## config.mk

```make
export PLATFORM = sky130hd
export DESIGN_NAME = scrl_limiter
export DESIGN_NICKNAME = d
export VERILOG_FILES = /design/src/include/scrl_pkg.sv /design/src/scrl_frac_div.sv /design/src/scrl_rate_gen.sv /design/src/scrl_limiter.sv
export SDC_FILE = /design/constraint.sdc
export NUM_CORES = 2
export LEC_CHECK = 0
export BUFFER_PORTS_ARGS = -buffer_cell sky130_fd_sc_hd__buf_2
export CAP_MARGIN = 10
export CORE_AREA = 3 3 514 516
export CTS_CLUSTER_SIZE = 8
export DETAILED_ROUTE_END_ITERATION = 16
export DIE_AREA = 0 0 517 519
export SLEW_MARGIN = 10
export SYNTH_ARGS = -nofsm -noshare
export SYNTH_HDL_FRONTEND = slang
export SYNTH_SLANG_ARGS = --single-unit
export TNS_END_PERCENT = 50
```

## constraint.sdc

```tcl
create_clock -name pclk -period 19.28 [get_ports pclk]
set_input_delay 0 -clock pclk [delete_from_list [all_inputs] [get_ports pclk]]
set_output_delay 0 -clock pclk [all_outputs]
set_load 0.02 [all_outputs]
```

## src/include/scrl_pkg.sv

```systemverilog
// Constants, register map and types of the speed command ramp limiter
package scrl_pkg;

  // ****************************************************************
  // Timing
  // ****************************************************************
  localparam int unsigned SCRL_CLK_NS        = 8;
  localparam int unsigned SCRL_TICK_NS       = 1000;
  localparam int unsigned SCRL_TICK_CYCLES   = (SCRL_TICK_NS + SCRL_CLK_NS - 1) / SCRL_CLK_NS;
  localparam logic [6:0]  SCRL_TICK_LAST     = 7'(SCRL_TICK_CYCLES - 1);
  localparam logic [9:0]  SCRL_TICKS_PER_MS  = 10'h3e8;

  // ****************************************************************
  // Scaling and limits
  // ****************************************************************
  localparam logic [15:0] SCRL_FULL_SCALE    = 16'h7fff;
  localparam logic [15:0] SCRL_TIME_MIN      = 16'h0064;
  localparam logic [15:0] SCRL_SOFT_MAX      = 16'h0bb8;
  localparam logic [15:0] SCRL_SOFT_ZONE     = 16'h0200;
  localparam logic [8:0]  SCRL_FRAC_ONE      = 9'h100;

  // ****************************************************************
  // Register indices, byte address is index times four
  // ****************************************************************
  localparam logic [4:0]  SCRL_IDX_CTRL      = 5'h00;
  localparam logic [4:0]  SCRL_IDX_FA_HI     = 5'h01;
  localparam logic [4:0]  SCRL_IDX_FA_LO     = 5'h02;
  localparam logic [4:0]  SCRL_IDX_SA        = 5'h03;
  localparam logic [4:0]  SCRL_IDX_ND_HI     = 5'h04;
  localparam logic [4:0]  SCRL_IDX_ND_LO     = 5'h05;
  localparam logic [4:0]  SCRL_IDX_FB_HI     = 5'h06;
  localparam logic [4:0]  SCRL_IDX_FB_LO     = 5'h07;
  localparam logic [4:0]  SCRL_IDX_SB        = 5'h08;
  localparam logic [4:0]  SCRL_IDX_PD        = 5'h09;
  localparam logic [4:0]  SCRL_IDX_HS        = 5'h0a;
  localparam logic [4:0]  SCRL_IDX_LS        = 5'h0b;
  localparam logic [4:0]  SCRL_IDX_SOFT      = 5'h0c;
  localparam logic [4:0]  SCRL_IDX_LIM_RISE  = 5'h0d;
  localparam logic [4:0]  SCRL_IDX_LIM_FALL  = 5'h0e;
  localparam logic [4:0]  SCRL_IDX_MAX_SPD   = 5'h0f;
  localparam logic [4:0]  SCRL_IDX_BAND      = 5'h10;
  localparam logic [4:0]  SCRL_IDX_FULL_LVL  = 5'h11;
  localparam logic [4:0]  SCRL_IDX_STATUS    = 5'h12;
  localparam logic [4:0]  SCRL_IDX_SETPOINT  = 5'h13;
  localparam int unsigned SCRL_NUM_CFG       = 18;

  // ****************************************************************
  // Fields and reset values
  // ****************************************************************
  localparam int unsigned SCRL_CTRL_EN_BIT   = 0;
  localparam int unsigned SCRL_STAT_CASE_POS = 16;
  localparam logic [15:0] SCRL_CFG_RST [0:SCRL_NUM_CFG-1] = '{
    16'h0001, 16'h03e8, 16'h03e8, 16'h03e8, 16'h03e8, 16'h03e8,
    16'h03e8, 16'h03e8, 16'h03e8, 16'h03e8, 16'h5999, 16'h2666,
    16'h0000, 16'h03e8, 16'h03e8, 16'h7fff, 16'h0200, 16'h7000};

  // ****************************************************************
  // Ramp cases, Gray coded along the usual path
  // ****************************************************************
  typedef enum logic [2:0] {
    SCRL_HOLD        = 3'b000,
    SCRL_SMALL_ACCEL = 3'b001,
    SCRL_FULL_ACCEL  = 3'b011,
    SCRL_PARTIAL     = 3'b010,
    SCRL_NEUTRAL     = 3'b110,
    SCRL_SMALL_BRAKE = 3'b111,
    SCRL_FULL_BRAKE  = 3'b101
  } scrl_case_type;

endpackage

```

## src/scrl_frac_div.sv

```systemverilog
// Serial divider giving the speed position between the two thresholds
`timescale 1ns/1ps
module scrl_frac_div (
  input  wire logic        pclk,     // System clock
  input  wire logic        presetn,  // Asynchronous reset, active low
  input  wire logic        start,    // Start a division
  input  wire logic [15:0] num,      // Numerator, below den
  input  wire logic [15:0] den,      // Denominator
  output logic             busy,     // Division in progress
  output logic [7:0]       frac      // num * 256 / den, last result
);
  logic [3:0]  cnt_reg;
  logic [16:0] rem_reg;
  logic [7:0]  quo_reg;
  logic [16:0] rem_dbl;
  logic        fits;

  assign rem_dbl = {rem_reg[15:0], 1'b0};
  assign fits    = rem_dbl >= {1'b0, den};

  always_ff @(posedge pclk or negedge presetn)
  begin
    if (!presetn)
    begin
      cnt_reg <= 4'h0;
      rem_reg <= 17'h00000;
      quo_reg <= 8'h00;
      busy    <= 1'b0;
      frac    <= 8'h00;
    end
    else if (!busy)
    begin
      if (start)
      begin
        rem_reg <= {1'b0, num};
        quo_reg <= 8'h00;
        cnt_reg <= 4'h8;
        busy    <= 1'b1;
      end
    end
    else
    begin
      rem_reg <= fits ? rem_dbl - {1'b0, den} : rem_dbl;
      quo_reg <= {quo_reg[6:0], fits};
      cnt_reg <= cnt_reg - 4'h1;
      if (cnt_reg == 4'h1)
      begin
        busy <= 1'b0;
        // A zero span gives no position
        frac <= (den == 16'h0000) ? 8'h00 : {quo_reg[6:0], fits};
      end
    end
  end
endmodule // scrl_frac_div

```

## src/scrl_rate_gen.sv

```systemverilog
// Step generator: one step per full scale over the ramp time
`timescale 1ns/1ps
module scrl_rate_gen
  import scrl_pkg::*;
(
  input  wire logic        pclk,     // System clock
  input  wire logic        presetn,  // Asynchronous reset, active low
  input  wire logic        tick,     // One microsecond enable
  input  wire logic        restart,  // Clear the phase accumulator
  input  wire logic        run,      // Ramp is active
  input  wire logic [15:0] time_ms,  // Time for full scale, ms
  output logic             step      // One LSB step, one cycle
);
  logic [15:0] time_lim;
  logic [25:0] thr;
  logic [25:0] acc_reg;
  logic [25:0] sum;

  // Full scale per time_ms milliseconds, at most one step per tick
  assign time_lim = (time_ms < SCRL_TIME_MIN) ? SCRL_TIME_MIN : time_ms;
  assign thr      = 26'(time_lim) * 26'(SCRL_TICKS_PER_MS);
  assign sum      = acc_reg + 26'(SCRL_FULL_SCALE);

  always_ff @(posedge pclk or negedge presetn)
  begin
    if (!presetn)
    begin
      acc_reg <= 26'h0000000;
      step    <= 1'b0;
    end
    else
    begin
      step <= 1'b0;
      if (restart || !run)
        acc_reg <= 26'h0000000;
      else if (tick)
      begin
        if (sum >= thr)
        begin
          acc_reg <= sum - thr;
          step    <= 1'b1;
        end
        else
          acc_reg <= sum;
      end
    end
  end
endmodule // scrl_rate_gen

```

## src/scrl_limiter.sv

```systemverilog
// Speed command ramp limiter with APB register file
//
// Added by the designer: the APB slave port and the register offsets.
`timescale 1ns/1ps
module scrl_limiter (
  input  wire logic        pclk,       // System clock, 125 MHz
  input  wire logic        presetn,    // Asynchronous reset, active low
  input  wire logic [7:0]  paddr,      // APB byte address
  input  wire logic        psel,       // APB select
  input  wire logic        penable,    // APB access phase
  input  wire logic        pwrite,     // APB write
  input  wire logic [31:0] pwdata,     // APB write data
  output logic [31:0]      prdata,     // APB read data
  output logic             pready,     // APB ready
  output logic             pslverr,    // APB error
  input  wire logic [15:0] throttle,   // Signed throttle, positive forward
  input  wire logic [15:0] brake,      // Brake demand, 0 to 7fff
  input  wire logic [15:0] motor_spd,  // Signed speed, 7fff is typical max
  output logic [15:0]      speed_cmd,  // Signed rate-limited speed command
  output logic [15:0]      setpoint,   // Effective maximum-speed setpoint
  output scrl_pkg::scrl_case_type ramp_case  // Active ramp case
);
  import scrl_pkg::*;

  // ****************************************************************
  // Helpers
  // ****************************************************************
  function automatic logic [15:0] mag(input logic [15:0] v);
    logic [15:0] n;
    n = 16'(~v + 16'h0001);
    if (!v[15])
      mag = v;
    else if (v == 16'h8000)
      mag = SCRL_FULL_SCALE;
    else
      mag = n;
  endfunction

  function automatic logic [15:0] blend(input logic [15:0] t_lo, input logic [15:0] t_hi,
                                        input logic [8:0] f);
    logic signed [16:0] diff;
    logic signed [26:0] prod;
    logic signed [17:0] res;
    diff  = $signed({1'b0, t_hi}) - $signed({1'b0, t_lo});
    prod  = 27'(diff) * 27'($signed({1'b0, f}));
    res   = $signed({2'b00, t_lo}) + 18'(prod >>> 8);
    blend = res[15:0];
  endfunction

  // ****************************************************************
  // Microsecond tick
  // ****************************************************************
  logic [6:0] div_reg;
  logic       tick_reg;

  always_ff @(posedge pclk or negedge presetn)
  begin
    if (!presetn)
    begin
      div_reg  <= 7'h00;
      tick_reg <= 1'b0;
    end
    else
    begin
      tick_reg <= (div_reg == SCRL_TICK_LAST);
      div_reg  <= (div_reg == SCRL_TICK_LAST) ? 7'h00 : div_reg + 7'h01;
    end
  end

  // ****************************************************************
  // APB slave
  // ****************************************************************
  logic [15:0] cfg_reg [0:SCRL_NUM_CFG-1];
  logic [4:0]  idx;
  logic        addr_ok;
  logic        wr_ok;
  logic        wr_take;
  logic [31:0] rd_mux;

  assign idx     = paddr[6:2];
  assign addr_ok = (paddr[1:0] == 2'b00) && !paddr[7] && (idx <= SCRL_IDX_SETPOINT);
  assign wr_ok   = addr_ok && (idx < SCRL_IDX_STATUS);
  assign wr_take = psel && penable && pready && pwrite && wr_ok;

  always_comb
  begin
    rd_mux = 32'h00000000;
    if (idx == SCRL_IDX_STATUS)
      rd_mux = {13'h0000, ramp_case, speed_cmd};
    else if (idx == SCRL_IDX_SETPOINT)
      rd_mux = {16'h0000, setpoint};
    else if (idx < SCRL_IDX_STATUS)
      rd_mux = {16'h0000, cfg_reg[idx]};
  end

  // Answer in the cycle after setup, so every access has no wait state
  always_ff @(posedge pclk or negedge presetn)
  begin
    if (!presetn)
    begin
      pready  <= 1'b0;
      pslverr <= 1'b0;
      prdata  <= 32'h00000000;
    end
    else
    begin
      pready  <= psel && !penable;
      pslverr <= psel && !penable && (pwrite ? !wr_ok : !addr_ok);
      prdata  <= (psel && !penable && !pwrite && addr_ok) ? rd_mux : 32'h00000000;
    end
  end

  genvar gi;
  generate
    for (gi = 0; gi < SCRL_NUM_CFG; gi++)
    begin : g_cfg
      always_ff @(posedge pclk or negedge presetn)
      begin
        if (!presetn)
          cfg_reg[gi] <= SCRL_CFG_RST[gi];
        else if (wr_take && (idx == 5'(gi)))
          cfg_reg[gi] <= pwdata[15:0];
      end
    end
  endgenerate

  // ****************************************************************
  // Speed zone and blend position
  // ****************************************************************
  logic [15:0] spd_abs;
  logic [15:0] hs_lvl;
  logic [15:0] ls_lvl;
  logic        zone_hi;
  logic        zone_lo;
  logic [7:0]  frac;
  logic [8:0]  pos;

  assign spd_abs = mag(motor_spd);
  assign hs_lvl  = {1'b0, cfg_reg[SCRL_IDX_HS][14:0]};
  assign ls_lvl  = {1'b0, cfg_reg[SCRL_IDX_LS][14:0]};
  assign zone_hi = spd_abs > hs_lvl;
  assign zone_lo = !zone_hi && (spd_abs < ls_lvl);

  scrl_frac_div u_div (
    .pclk    (pclk),
    .presetn (presetn),
    .start   (!zone_hi && !zone_lo),
    .num     (16'(spd_abs - ls_lvl)),
    .den     (16'(hs_lvl - ls_lvl)),
    .busy    (),
    .frac    (frac)
  );

  // Position 0 selects the low time, 256 the high time
  assign pos = zone_hi ? SCRL_FRAC_ONE : (zone_lo ? 9'h000 : {1'b0, frac});

  // ****************************************************************
  // Ramp case selection
  // ****************************************************************
  logic [15:0]        thr_abs;
  logic [15:0]        brk_lvl;
  logic [15:0]        cmd_abs;
  logic [15:0]        tgt_abs;
  logic signed [31:0] tgt_prod;
  logic [15:0]        target;
  logic               thr_full;
  logic               reversing;
  scrl_case_type      case_next;
  logic [15:0]        tgt_next;

  assign thr_abs  = mag(throttle);
  assign brk_lvl  = {1'b0, brake[14:0]};
  assign cmd_abs  = mag(speed_cmd);
  assign tgt_prod = $signed(throttle) * $signed({16'h0000, setpoint});
  assign target   = tgt_prod[30:15];
  assign tgt_abs  = mag(target);
  assign thr_full = thr_abs >= cfg_reg[SCRL_IDX_FULL_LVL];
  assign reversing = (speed_cmd != 16'h0000) && (throttle[15] != speed_cmd[15]);

  always_comb
  begin
    case_next = SCRL_HOLD;
    tgt_next  = speed_cmd;
    if (!cfg_reg[SCRL_IDX_CTRL][SCRL_CTRL_EN_BIT])
    begin
      case_next = SCRL_HOLD;
      tgt_next  = 16'h0000;
    end
    else if (brk_lvl > cfg_reg[SCRL_IDX_BAND])
    begin
      case_next = (brk_lvl >= cfg_reg[SCRL_IDX_FULL_LVL]) ? SCRL_FULL_BRAKE : SCRL_SMALL_BRAKE;
      tgt_next  = 16'h0000;
    end
    else if (thr_abs <= cfg_reg[SCRL_IDX_BAND])
    begin
      case_next = SCRL_NEUTRAL;
      tgt_next  = 16'h0000;
    end
    else if (reversing)
    begin
      case_next = thr_full ? SCRL_FULL_BRAKE : SCRL_SMALL_BRAKE;
      tgt_next  = target;
    end
    else if (tgt_abs > cmd_abs)
    begin
      case_next = thr_full ? SCRL_FULL_ACCEL : SCRL_SMALL_ACCEL;
      tgt_next  = target;
    end
    else if (tgt_abs < cmd_abs)
    begin
      case_next = SCRL_PARTIAL;
      tgt_next  = target;
    end
  end

  // ****************************************************************
  // Ramp time for the active case
  // ****************************************************************
  logic        regen_reg;
  logic [16:0] soft_sum;
  logic [15:0] soft_lim;
  logic [15:0] base_time;
  logic [15:0] case_time;

  always_comb
  begin
    case (ramp_case)
      SCRL_FULL_ACCEL:
        base_time = blend(cfg_reg[SCRL_IDX_FA_LO], cfg_reg[SCRL_IDX_FA_HI], pos);
      SCRL_SMALL_ACCEL:
        base_time = cfg_reg[SCRL_IDX_SA];
      SCRL_NEUTRAL:
        base_time = blend(cfg_reg[SCRL_IDX_ND_LO], cfg_reg[SCRL_IDX_ND_HI], pos);
      SCRL_FULL_BRAKE:
        base_time = blend(cfg_reg[SCRL_IDX_FB_LO], cfg_reg[SCRL_IDX_FB_HI], pos);
      SCRL_SMALL_BRAKE:
        base_time = cfg_reg[SCRL_IDX_SB];
      SCRL_PARTIAL:
        base_time = cfg_reg[SCRL_IDX_PD];
      default:
        base_time = SCRL_TIME_MIN;
    endcase
  end

  // Drive that follows regen braking is stretched while near zero
  assign soft_lim  = (cfg_reg[SCRL_IDX_SOFT] > SCRL_SOFT_MAX) ? SCRL_SOFT_MAX : cfg_reg[SCRL_IDX_SOFT];
  assign soft_sum  = {1'b0, base_time} + {1'b0, soft_lim};
  assign case_time = (regen_reg && cmd_abs < SCRL_SOFT_ZONE &&
                      (ramp_case == SCRL_FULL_ACCEL || ramp_case == SCRL_SMALL_ACCEL))
                     ? (soft_sum[16] ? 16'hffff : soft_sum[15:0]) : base_time;

  always_ff @(posedge pclk or negedge presetn)
  begin
    if (!presetn)
      regen_reg <= 1'b0;
    else if (reversing && (ramp_case == SCRL_FULL_BRAKE || ramp_case == SCRL_SMALL_BRAKE))
      regen_reg <= 1'b1;
    else if (cmd_abs >= SCRL_SOFT_ZONE && !reversing)
      regen_reg <= 1'b0;
  end

  // ****************************************************************
  // Speed command ramp
  // ****************************************************************
  logic cmd_step;
  logic case_change;

  assign case_change = case_next != ramp_case;

  scrl_rate_gen u_cmd_rate (
    .pclk    (pclk),
    .presetn (presetn),
    .tick    (tick_reg),
    .restart (case_change),
    .run     (ramp_case != SCRL_HOLD),
    .time_ms (case_time),
    .step    (cmd_step)
  );

  always_ff @(posedge pclk or negedge presetn)
  begin
    if (!presetn)
      ramp_case <= SCRL_HOLD;
    else
      ramp_case <= case_next;
  end

  // One LSB toward the target per step, never past it
  always_ff @(posedge pclk or negedge presetn)
  begin
    if (!presetn)
      speed_cmd <= 16'h0000;
    else if (!cfg_reg[SCRL_IDX_CTRL][SCRL_CTRL_EN_BIT])
      speed_cmd <= 16'h0000;
    else if (cmd_step && !case_change)
    begin
      if ($signed(tgt_next) > $signed(speed_cmd))
        speed_cmd <= speed_cmd + 16'h0001;
      else if ($signed(tgt_next) < $signed(speed_cmd))
        speed_cmd <= speed_cmd - 16'h0001;
    end
  end

  // ****************************************************************
  // Maximum-speed setpoint ramp
  // ****************************************************************
  logic [15:0] lim_req;
  logic        lim_up;
  logic        lim_move;
  logic        lim_dir_reg;
  logic        sp_step;

  assign lim_req  = {1'b0, cfg_reg[SCRL_IDX_MAX_SPD][14:0]};
  assign lim_up   = lim_req > setpoint;
  assign lim_move = lim_req != setpoint;

  always_ff @(posedge pclk or negedge presetn)
  begin
    if (!presetn)
      lim_dir_reg <= 1'b0;
    else
      lim_dir_reg <= lim_up;
  end

  // Constant rate, so a partial change takes its share of the full time
  scrl_rate_gen u_sp_rate (
    .pclk    (pclk),
    .presetn (presetn),
    .tick    (tick_reg),
    .restart (lim_up != lim_dir_reg),
    .run     (lim_move),
    .time_ms (lim_up ? cfg_reg[SCRL_IDX_LIM_RISE] : cfg_reg[SCRL_IDX_LIM_FALL]),
    .step    (sp_step)
  );

  always_ff @(posedge pclk or negedge presetn)
  begin
    if (!presetn)
      setpoint <= SCRL_FULL_SCALE;
    else if (sp_step && lim_move)
    begin
      if (lim_up)
        setpoint <= setpoint + 16'h0001;
      else
        setpoint <= setpoint - 16'h0001;
    end
  end

endmodule // scrl_limiter

```

==> summary.txt <==
Power
  • Pleak: roughly 36 nW
  • PwrDens: between 30 and 40 nW/µm²
  • VDD IR max: 0.05906 mV

Setup path
  • Worst Setup Path Type: in -> reg
  • Worst EP arrival: about 19000 ps
  • CP max FO: 10
  • CP most frequent cell: fa_1
  • Max stage delay on crit path: 600 ps
  • CP Capture Type: register
  • CP max-delay cell: or4b_2
  • Number of cells on the worst reg-to-reg path: approximately 80
  • Crit start category: input pin
  • Required time worst endpoint: 19840 ps

Cells and area
  • Synth-to-layout area growth: 13.94%
  • Final Core Density: 28.51%
  • FILL cells: around 28000
  • Max reg flops: roughly 290
  • Layout cells sized above 1: 14.76%
  • Post-Layout Cell Count: 10970
  • Final net count: between 8000 and 9000

CTS
  • Worst-Skew Late Latency: ~660 ps
  • H-tree depth: 3
  • Clock root buffer: clkbuf_16
  • CTS tree: yes
  • Worst-path clk slew: 50 ps
  • Clock sinks: about 440
  • CTS Buffer Depth: 3
  • CTS Buf Count: 66

Logic synthesis
  • Top-count cell post-synth: inv_1
  • Synth Cell Area: 64980 µm²
  • Commonest cells post-synth: inv_1, nand2_1, ha_1
  • Post-Syn Instances: 7269
  • EDFF count, synth: 0
  • Seq/Total Area, Yosys: between 10% and 20%
  • Syn avg cell area: 8.939 µm²
  • Ys Warns: 0
  • Prevailing post-synth register cell: dfrtp_1
  • Top cell type's share of synthesized area: 20.36%
  • Flops & latches, synth: around 440
  • Yosys cell types: between 100 and 150
  • Post-synth top area cell: fa_1
  • Ys async rst share: between 90% and 100%
  • Synth top area cells: fa_1, ha_1, dfrtp_1

Route
  • WL/cell: 18.67 µm
  • Iter 0 DRT Violations: roughly 3800
  • TritonRoute pass-1 iters: 5
  • Post-Route WL: 204800 µm
  • Number of remaining DRC errors: 0
  • Antenna viol nets, final: 0
  • Vias: 52900
  • Vias per inst: 4.822

Timing
  • Final Skew: between 30 and 40 ps
  • Final hold slack: 6.635 ps
  • Worst slew pin tran: 1217 ps
  • Final Hold Vio Count: 0
  • F_max: 0.05486 GHz
  • Max-slew headroom: 18.63%
  • Post-route clock period utilization: 94.54%
  • Final Setup Violations: 0
  • Slew Limit Fails: 0
  • Min Tclk post-route: 18230 ps

Placed design
  • Port bufs: 131
  • Post-DP HPWL: approximately 160000 µm
  • Post-placement cell count: approximately 11000
  • Final Wtd Congestion: 0.9482

Global routing
  • Initial antenna violation count: 20
  • GRT Overall Usage: 15.07%
  • Largest net degree at the start of global routing: between 150 and 200
  • Congestion Overflow GR: 0
  • Number of global-route vias before repair: ~53000
  • First-pass GRT wire length: between 300000 and 400000 µm

Status
  • Status: finished, final reports clean

Job
  • MaxCap Viol Count: 0

Die
  • Die W: 517 µm
  • Die ar.: around 270000 µm²
  • IO Pins: between 150 and 200
  • Core box area: 259700 µm²
  • Initial Util: 25.02%
  • Die Ht: 519 µm
  • Site row count: 187

Hold path
  • Hold/Removal Path Class: in -> async
repair_timing:
| item | 4_1_cts | 5_1_grt |
|---|---|---|
| gates resized for setup | 0 | 127 |
| endpoints found under the hold margin | 280 | 0 |
| endpoints found under the setup margin | 0 | 24 |
| buffers inserted | 0 | 15 |
| hold buffers | 21 | 0 |
metal layers:
metal	routed length [µm]	share of wire [%]	global-route usage, %
met3	13110	6.4	2.102
met2	93130	45	24.31
met5	31	0.015	0
met4	7934	3.9	5.414
met1	90600	44	20.47
cell type report:
cell class                 instances  area [µm²]  share of cell area, %
antenna                            9       22.52                0.03042
clock buffer                     112        1886                  2.547
clock inverter                     5       116.4                 0.1572
inverter                        1043        3915                  5.288
multi-input combinational       5503       49300                  66.59
sequential                       444       11260                  15.20
tap                             3402        4257                  5.749
timing repair buffer             453        3281                  4.431
cell families after synthesis:
kind of cell               synth area share, %
and+or+nand+nor                          14.85
adders and majority gates                34.38
buffers and inverters                    7.854
AOI/OAI and AO/OA                        11.99
DFF                                      17.32
xor gates and xnor gates                 5.717
muxes                                    7.881
other                                 0.005771
path summary, 6_finish.rpt:
kind / startpoint / to / slack [ps]
max in group asynchronous: presetn / cfg_reg[110]$_DFFE_PN0P_ / 16370
max reg2reg: cfg_reg[245]$_DFFE_PN1P_ / u_cmd_rate.acc_reg[3]$_DFFE_PN0P_ / 1420
min in group pclk: paddr[1] / pslverr$_DFF_PN0_ / 40
min reg2reg: setpoint[15]$_DFFE_PN0P_ / setpoint[15]$_DFFE_PN0P_ / 480
min: presetn / u_cmd_rate.acc_reg[13]$_DFFE_PN0P_ / 7
max: motor_spd[0] / u_cmd_rate.acc_reg[3]$_DFFE_PN0P_ / 1050
stage by stage:
stage / TNS, ps / setup WS [ps] / power (mW) / area [µm²]
after global routing: -193.3 / -47.63 / 3.059 / 74030
after CTS: 0 / 103.4 / 2.914 / 73310
final: 0 / 1053 / 2.904 / 74040
after floorplan: 0 / 93.68 / 1.541 / 65040
after global placement: -8782 / -459.2 / 1.740 / 71100
after detailed placement: -11480 / -546.9 / 1.741 / 71100
layout by cell type (no fill, tap or decap), types with 244 or more instances in the layout:
cell type,Yosys,final
inv_1,1041,1040
nand2_1,759,754
ha_1,728,723
fa_1,661,660
nor2_1,619,609
dfrtp_1,328,327
buf_4,13,288
a21oi_1,283,272
o21ai_0,277,261
mux2_2,249,249
xnor2_1,254,244
critical path, delay by kind of cell:
kind	cells	cell delay, ps
adder cells (fa/ha/maj)	18	6770
AO/OA/AOI/OAI	32	5270
AND/OR/NAND/NOR	24	4610
buffers and inverters	13	1380
multiplexers	2	430
XOR/XNOR	2	290
where the power goes:
group / leakage (nW) / switching (mW) / internal (mW) / total, mW
logic: 29.8 / 0.452 / 0.321 / 0.773
registers: 5.56 / 0.0195 / 0.956 / 0.975
clock network: 0.952 / 0.487 / 0.670 / 1.16
(Power assumes the default switching activity.)
